File: src/cpu_regs_map.vh
// address map limits, register selector codes and field positions
`ifndef CPU_REGS_MAP_VH
`define CPU_REGS_MAP_VH

`define ADDR_W          20
`define ADDR_TOP        20'hFFFFF
`define ADDR_BOTTOM     20'h00000
`define PERIPH_LAST     20'h003FF
`define RAM_BASE        20'h00400
`define SPECIAL_FIRST   20'hFFE00
`define SPECIAL_LAST    20'hFFFDB
`define FIXED_VEC_FIRST 20'hFFFDC
`define ROM_SIZE_DEF    20'h10000
`define RAM_SIZE_DEF    20'h02800

// region codes
`define REG_PERIPH      3'h0
`define REG_RAM         3'h1
`define REG_ROM         3'h2
`define REG_SPECIAL     3'h3
`define REG_FIXED       3'h4
`define REG_UNMAPPED    3'h5

// port register selector codes (4 bits)
`define SEL_DATA0       4'h0
`define SEL_DATA1       4'h1
`define SEL_DATA2       4'h2
`define SEL_DATA3       4'h3
`define SEL_PTR0        4'h4
`define SEL_PTR1        4'h5
`define SEL_FRAME       4'h6
`define SEL_VTB         4'h7
`define SEL_PC          4'h8
`define SEL_USP         4'h9
`define SEL_ISP         4'hA
`define SEL_FLAGS       4'hB

// write size codes
`define SZ_WORD         2'h0
`define SZ_LOW_BYTE     2'h1
`define SZ_HIGH_BYTE    2'h2
`define SZ_PAIR         2'h3

// flag register bit positions
`define FLAG_BANK       0
`define FLAG_STACK      1

`define RESET_VALUE     20'h00000

`endif

File: src/cpu_register_file.v
// banked cpu register file with one-megabyte address map decoder
//
// Chosen here: the address-and-strobe port and the register offsets.
`timescale 1ns/10ps
`include "cpu_regs_map.vh"

module cpu_register_file #(
	parameter [19:0] ROM_SIZE = `ROM_SIZE_DEF,
	parameter [19:0] RAM_SIZE = `RAM_SIZE_DEF
) (
	input  wire        clk,
	input  wire        rst,
	input  wire [3:0]  addr,
	input  wire [31:0] wdata,
	input  wire [1:0]  wsize,
	input  wire        wr,
	input  wire        rd,
	output reg  [31:0] rdata,
	input  wire [3:0]  src_a_sel,
	input  wire [1:0]  src_a_size,
	input  wire [3:0]  src_b_sel,
	input  wire [1:0]  src_b_size,
	output reg  [31:0] src_a,
	output reg  [31:0] src_b,
	input  wire [19:0] mem_addr,
	output reg  [2:0]  mem_region,
	output reg  [19:0] pc_out,
	output reg  [15:0] stack_pointer,
	output reg  [15:0] frame_base_out,
	output reg  [19:0] vector_base_out,
	output reg         bank_sel_out
);

	// two banks of seven: data 0..3, pointer 0..1, frame base
	reg [15:0] bank_regs [0:13];
	reg [19:0] vector_table_base;
	reg [19:0] program_counter;
	reg [15:0] user_stack_pointer;
	reg [15:0] interrupt_stack_pointer;
	reg        bank_flag;
	reg        stack_flag;
	integer    i;

	// index into the banked array for a selector
	function [3:0] bank_index;
		input [3:0] sel;
		input       bank;
		begin
			bank_index = (bank ? 4'h7 : 4'h0) + sel;
		end
	endfunction

	// read a register, widened or paired as the size asks
	function [31:0] read_reg;
		input [3:0] sel;
		input [1:0] size;
		input       bank;
		reg   [15:0] word;
		begin
			word = 16'h0000;
			read_reg = 32'h00000000;
			if (sel <= `SEL_FRAME)
				word = bank_regs[bank_index(sel, bank)];
			case (sel)
			`SEL_DATA0, `SEL_DATA1: begin
				if (size == `SZ_LOW_BYTE)
					read_reg = {24'h000000, word[7:0]};
				else if (size == `SZ_HIGH_BYTE)
					read_reg = {24'h000000, word[15:8]};
				else if (size == `SZ_PAIR)
					read_reg = {bank_regs[bank_index(sel + 4'h2, bank)],
						word};
				else
					read_reg = {16'h0000, word};
			end
			`SEL_DATA2, `SEL_DATA3, `SEL_FRAME:
				read_reg = {16'h0000, word};
			`SEL_PTR0, `SEL_PTR1: begin
				if (size == `SZ_PAIR)
					read_reg = {bank_regs[bank_index(`SEL_PTR1, bank)],
						bank_regs[bank_index(`SEL_PTR0, bank)]};
				else
					read_reg = {16'h0000, word};
			end
			`SEL_VTB:
				read_reg = {12'h000, vector_table_base};
			`SEL_PC:
				read_reg = {12'h000, program_counter};
			`SEL_USP:
				read_reg = {16'h0000, user_stack_pointer};
			`SEL_ISP:
				read_reg = {16'h0000, interrupt_stack_pointer};
			`SEL_FLAGS:
				read_reg = {30'h00000000, stack_flag, bank_flag};
			default:
				read_reg = 32'h00000000;
			endcase
		end
	endfunction

	// region decode; rom and ram limits follow their sizes
	function [2:0] decode;
		input [19:0] a;
		reg   [19:0] rom_low;
		reg   [19:0] ram_end;
		begin
			rom_low = `ADDR_TOP - ROM_SIZE + 20'h00001;
			ram_end = `RAM_BASE + RAM_SIZE;
			// vector tables sit inside rom and take priority
			if (a >= `FIXED_VEC_FIRST)
				decode = `REG_FIXED;
			else if (a >= `SPECIAL_FIRST)
				decode = `REG_SPECIAL;
			else if (a >= rom_low)
				decode = `REG_ROM;
			else if (a <= `PERIPH_LAST)
				decode = `REG_PERIPH;
			else if (a < ram_end)
				decode = `REG_RAM;
			else
				decode = `REG_UNMAPPED;
		end
	endfunction

	// register writes; a byte write to data 0 or 1 keeps the other byte
	always @(posedge clk) begin
		if (rst) begin
			for (i = 0; i < 14; i = i + 1)
				bank_regs[i] <= 16'h0000;
			vector_table_base <= `RESET_VALUE;
			program_counter <= `RESET_VALUE;
			user_stack_pointer <= 16'h0000;
			interrupt_stack_pointer <= 16'h0000;
			bank_flag <= 1'b0;
			stack_flag <= 1'b0;
		end else if (wr) begin
			case (addr)
			`SEL_DATA0, `SEL_DATA1: begin
				if (wsize == `SZ_LOW_BYTE)
					bank_regs[bank_index(addr, bank_flag)][7:0]
						<= wdata[7:0];
				else if (wsize == `SZ_HIGH_BYTE)
					bank_regs[bank_index(addr, bank_flag)][15:8]
						<= wdata[7:0];
				else if (wsize == `SZ_PAIR) begin
					bank_regs[bank_index(addr, bank_flag)]
						<= wdata[15:0];
					bank_regs[bank_index(addr + 4'h2, bank_flag)]
						<= wdata[31:16];
				end else
					bank_regs[bank_index(addr, bank_flag)]
						<= wdata[15:0];
			end
			`SEL_DATA2, `SEL_DATA3, `SEL_FRAME:
				bank_regs[bank_index(addr, bank_flag)]
					<= wdata[15:0];
			`SEL_PTR0, `SEL_PTR1: begin
				if (wsize == `SZ_PAIR) begin
					bank_regs[bank_index(`SEL_PTR0, bank_flag)]
						<= wdata[15:0];
					bank_regs[bank_index(`SEL_PTR1, bank_flag)]
						<= wdata[31:16];
				end else
					bank_regs[bank_index(addr, bank_flag)]
						<= wdata[15:0];
			end
			`SEL_VTB:
				vector_table_base <= wdata[19:0];
			`SEL_PC:
				program_counter <= wdata[19:0];
			`SEL_USP:
				user_stack_pointer <= wdata[15:0];
			`SEL_ISP:
				interrupt_stack_pointer <= wdata[15:0];
			`SEL_FLAGS: begin
				bank_flag <= wdata[`FLAG_BANK];
				stack_flag <= wdata[`FLAG_STACK];
			end
			default: ;
			endcase
		end
	end

	// registered outputs; values trail the state by one cycle
	always @(posedge clk) begin
		if (rst) begin
			rdata <= 32'h00000000;
			src_a <= 32'h00000000;
			src_b <= 32'h00000000;
			mem_region <= `REG_PERIPH;
			pc_out <= `RESET_VALUE;
			stack_pointer <= 16'h0000;
			frame_base_out <= 16'h0000;
			vector_base_out <= `RESET_VALUE;
			bank_sel_out <= 1'b0;
		end else begin
			// read data only in the cycle after the strobe
			rdata <= rd ? read_reg(addr, wsize, bank_flag)
				: 32'h00000000;
			src_a <= read_reg(src_a_sel, src_a_size, bank_flag);
			src_b <= read_reg(src_b_sel, src_b_size, bank_flag);
			mem_region <= decode(mem_addr);
			pc_out <= program_counter;
			// stack flag one picks the user pointer
			stack_pointer <= stack_flag ? user_stack_pointer
				: interrupt_stack_pointer;
			frame_base_out <= bank_regs[bank_index(`SEL_FRAME,
				bank_flag)];
			vector_base_out <= vector_table_base;
			bank_sel_out <= bank_flag;
		end
	end

endmodule // cpu_register_file

File: config.mk
export PLATFORM = sky130hd
export DESIGN_NAME = cpu_register_file
export DESIGN_NICKNAME = d
export VERILOG_FILES = /design/src/cpu_register_file.v
export VERILOG_INCLUDE_DIRS = /design/src /design/src/src
export SDC_FILE = /design/constraint.sdc
export NUM_CORES = 2
export LEC_CHECK = 0
export BUFFER_PORTS_ARGS = -buffer_cell sky130_fd_sc_hd__buf_4
export CELL_PAD_IN_SITES_DETAIL_PLACEMENT = 1
export CELL_PAD_IN_SITES_GLOBAL_PLACEMENT = 2
export CORE_UTILIZATION = 36
export CTS_BUF_LIST = sky130_fd_sc_hd__clkbuf_4 sky130_fd_sc_hd__clkbuf_8
export DETAILED_ROUTE_END_ITERATION = 8
export HOLD_SLACK_MARGIN = 0.15
export PLACE_DENSITY_LB_ADDON = 0.12
export SETUP_SLACK_MARGIN = 0.15
export SKIP_CTS_REPAIR_TIMING = 1
export SLEW_MARGIN = 20
export SYNTH_ARGS = -nofsm -noshare
export SYNTH_HDL_FRONTEND = slang
export SYNTH_SLANG_ARGS = --single-unit
File: constraint.sdc
create_clock -name clk -period 8.55 [get_ports clk]
set_input_delay 2.1375 -clock clk [delete_from_list [all_inputs] [get_ports clk]]
set_output_delay 2.1375 -clock clk [all_outputs]
set_load 0.02 [all_outputs]
* Word-level counts from Yosys, hierarchy flattened
Memory sizes are Yosys's and may differ from the RTL's. A register that Yosys moved wholly into a read port is not among the register bits.
Index checks and enable logic that the tools add are counted.
** Storage, ports and cells
- Word-level logic and storage cells :: 194
- Memory bits (writable) :: 224
- Bits in registers :: 230
- Input bits :: 74
- Memories kept :: 1
- Output and inout port bits :: 172
** Operators by class
- Reduce and logical (&&, ||, !) cells :: 23
- Bitwise gates (word level) :: 9
- Add/sub/neg operators :: 12
- Magnitude comparators :: 8
- Equal/unequal tests :: 42
- Muxes and demuxes :: 84
** Memory list
- bank_regs :: depth 14, bits a word 16, read ports 9, clocked after Yosys merged registers in 1, wr ports 14, line cpu_register_file.v:35 : reg [15:0] bank_regs [0:13];
** Operator list (count)
- $pmux W32 S8 :: 3
- $mux W32 :: 12
- $mux W16 :: 8
- $mux W8 :: 8
- $reduce_or A16 Y1 :: 4
- $ge A20 B20 Y1 const B :: 3
- $eq A4 B3 Y1 const B :: 12
- $eq A4 B4 Y1 const B :: 12
- $mux W1 :: 41
- $add A4 B4 Y4 :: 6
- $eq A4 B2 Y1 const B :: 6
- $le A20 B10 Y1 const B :: 1
- $lt A20 B14 Y1 const B :: 1
- $mux W3 :: 6
- $mux W4 :: 4
- $reduce_or A2 Y1 :: 8
- $add A4 B2 Y4 const B :: 3
- $eq A2 B2 Y1 const B :: 6
- $eq A4 B1 Y1 const B :: 3
- $le A4 B3 Y1 const B :: 3
- $logic_not A4 Y1 :: 3
- $reduce_and A2 Y1 :: 5
- $reduce_or A3 Y1 :: 3
- $add A4 B3 Y4 const B :: 2
- 5 further kinds :: 15

* Depth between registers and ports, before layout
- Word-level depth :: 15
- Mapped depth :: 15

* Worst setup path before layout
Ideal clock, no wire load.
- Path type :: in2reg
- Start :: in addr[1]
- End :: mem bank_regs[2][0], enable pin
- Path slack :: 2.689 ns
- Library setup time :: 0.384 ns
- Buffers on the path :: 4
- Data arrival time :: 5.477 ns
- Cell stages on the path :: 15
- Cell sequence :: clkbuf_1 -> inv_1 -> ha_1 -> inv_1 -> ha_1 -> inv_1 -> fa_1 -> xnor2_1 -> xor2_1 -> buf_4 -> buf_4 -> nor3_2 -> buf_2 -> nor2_1 -> o21ai_0
** RTL lines
- from (decl) :: line cpu_register_file.v:13 : input wire [3:0] addr,
- to (decl) :: line cpu_register_file.v:35

==> metrics <==
clk buf depth 3; DRC errors left 0; required time of the critical path 8.96 ns; f_max 168.0 MHz; Slew headroom 12.06%; reg2reg path depth 12; post-route minimum period 5.952 ns; sequential area share after synthesis 36.14%; Critical Path Start Type input port; Post-Synth XOR/XNOR Area 0.6095%; post-layout util 41.74%; crit path from addr[2]; IO buf count 243; htree depth 3; layout cells sized above 1 30.34%; Power Dens Cells 168.7 nW/um2; Via Count 31.86k; # nets final 3376; P&R area growth vs syn 14.32%; Skew-Pair Late Insertion Delay 0.82 ns; clock slew at reported path FFs 0.06 ns; Reg2Reg Launch Point bank_flag$_SDFFE_PP0P_; EDFF count, synth 256; fillcell total 10.33k; RSZ-0062 raised after global routing no; Post-Synthesis Net Count 3259; Ys Warns 0; total of max-cap violations 0; vias in the first global route 31.65k; dpl hpwl 129.9 mm; fin. max-slew vios 0; worst min-delay path class register to register; first-pass GRT wire length 250.6 mm; reg-to-reg slack, setup 2.91 ns; Die Height 313.4 um; I/O pins 246; hold endpoint program_counter[1]$_SDFFE_PP0P_; starting density of the core 36.51%; mean post-synth cell area 11.03 um2; initial antenna violation count 12; Hold Crit Depth 2; status complete, no violations; Mapped Cells 3164; simple-gate share of the synthesized area 12.97%; clock sinks 502; final std cells w/o fill 4629; total CTS buffers 91; critical path class input port to register; VDD IR max 0.09603 mV; largest family of logic cells by synthesized area multiplexers; CP Max Fanout 30; 1st-iter DRT viols 4309; Routed WL 180.1 mm; placed instance count 4453; GPL Wtd Cong 0.9372; core area 95580 um2; antenna-violating nets left 0; final hold violation count 0; endpoints failing setup 0; Critical Path AT 6.36 ns; adder-cell share of the synthesized area 0.8819%; CTS tree done; worst reg2reg endpoint bank_regs[1][15]$_DFFE_PP_; Vias/cell 6.882; Async S/R FF share, synth 0%; Routed WL per cell 38.91 um; distinct cell type count after synthesis 73; nature of the critical path endpoint register; P_leak 0.01417 uW; Synth Area in Compound Gates 13.50%; post-synthesis mux area share 31.19%; Die X-Extent 313.4 um; Synth Register Bits 502; Clock Skews 0.07257 ns; gr ovfl total 0; Synth Flop Type edfxtp_1; clk root buf clkbuf_8; drt pass-1 iters 8; final critical-path share of the clock period 69.61%; Tot GR Track Use 36.13%; largest net degree at the start of global routing 103; area of the die 98190 um2; TNS Setup 0 ns; Tightest Pin Transition 1.313 ns; Rows 113; hold path start program_counter[1]$_SDFFE_PP0P_; synthesized area 34900 um2
[sequential cells by signal, indices dropped and copies added, names as in the netlist]
signal                   count
user_stack_pointer          16
stack_flag                   1
vector_table_base           20
mem_region                   3
src_a                       32
vector_base_out             20
stack_pointer               16
bank_sel_out                 1
src_b                       32
program_counter             20
rdata                       32
interrupt_stack_pointer     16
bank_regs                  256
frame_base_out              16
pc_out                      20
bank_flag                    1
[per-stage QoR]
stage / area (um2) / power [uW] / hold WS, ns / setup slack (ns)
global placement: 37830 / 4087 / 0.4924 / 1.942
floorplan: 34900 / 3533 / 0.4641 / 2.689
finish: 39900 / 6731 / 0.5134 / 2.598
global route: 39890 / 6897 / 0.5331 / 2.523
detailed placement: 37830 / 4120 / 0.5027 / 1.906
CTS: 39870 / 6711 / 0.5045 / 2.731
[worst max-delay path, cell delays in order]
cell     delay, ns
buf_4         0.46
ha_1          0.44
inv_1         0.10
fa_1          0.39
xnor2_1       0.53
xor2_4        0.67
nor3_2        0.11
buf_4         0.27
nor3_2        0.64
or3_1         0.54
[cell usage after synthesis (25+ instances only)]
master,number,area share [%]
nand2_1,505,5.4
mux4_2,356,23
edfxtp_1,256,22
dfxtp_1,246,14
mux2i_1,195,5.6
clkbuf_1,168,1.8
nor2_1,163,1.8
a22o_1,162,4.1
o21ai_0,108,1.5
a21oi_1,98,1.4
buf_2,85,1.2
mux2_2,80,2.6
nand3_1,71,1.0
nor2b_1,61,1.1
a31oi_1,44,0.79
a222oi_1,43,1.2
inv_1,43,0.46
buf_4,31,0.67
a22oi_1,28,0.60
or3_1,25,0.45
[logic make-up (layout without fill, tap and decap cells)]
| family | after synthesis | after routing |
|---|---|---|
| and+or+nand+nor | 983 | 983 |
| buffers and inverters | 361 | 556 |
| muxes | 632 | 632 |
| AOI/OAI and AO/OA | 645 | 645 |
| DFF | 502 | 502 |
| adders and majority gates | 21 | 21 |
| xor gates and xnor gates | 20 | 20 |
| other | 0 | 5 |
[where the power goes]
part	internal, uW	total (uW)	switching [uW]
sequential	2590	2710	118
clock	1440	2610	1170
combinational	528	1410	882
total	4560	6730	2170
[layout make-up]
type	instances	area, um2	area share (%)
clock inverter	46	450.4	1.129
tap	1265	1583	3.967
multi-input combinational	2301	20870	52.30
inverter	44	165.2	0.4139
antenna	5	12.51	0.03136
timing repair buffer	341	2614	6.551
sequential	502	12620	31.62
clock buffer	125	1589	3.983
[placed cells by master, fill, tap and decap left out, types with 19 or more instances in the layout]
master	count
buf_4	336
a32oi_1	19
mux2i_1	195
edfxtp_1	256
nor3_1	20
o21ai_0	101
dfxtp_1	245
nand3_1	71
nor2b_1	59
inv_1	43
a22oi_1	28
or3_1	24
nand2_1	505
a22o_1	162
a221oi_1	20
mux4_2	356
clkbuf_4	21
clkbuf_8	104
nor2_1	158
mux2_2	80
o22ai_1	20
a21oi_1	98
a222oi_1	43
nor3b_1	21
a31oi_1	44
[metal layers]
metal / track usage (%) / part of all wire, %
met5: 0 / 0.060
met1: 48.06 / 39
met2: 53.30 / 43
met3: 11.59 / 13
met4: 16.90 / 5.1
[worst max-delay path by stage]
stage	slack [ns]	to	cells past startpoint
detailed placement	1.91	bank_regs[7][14]$_DFFE_PP_	8
global placement	1.94	bank_regs[15][8]$_DFFE_PP_	14
finish	2.60	bank_regs[1][15]$_DFFE_PP_	10
global route	2.52	bank_regs[0][13]$_DFFE_PP_	13
floorplan	2.69	bank_regs[2][0]$_DFFE_PP_	15
CTS	2.73	bank_regs[7][14]$_DFFE_PP_	8
Note: power is estimated with default switching activity, not from simulation.
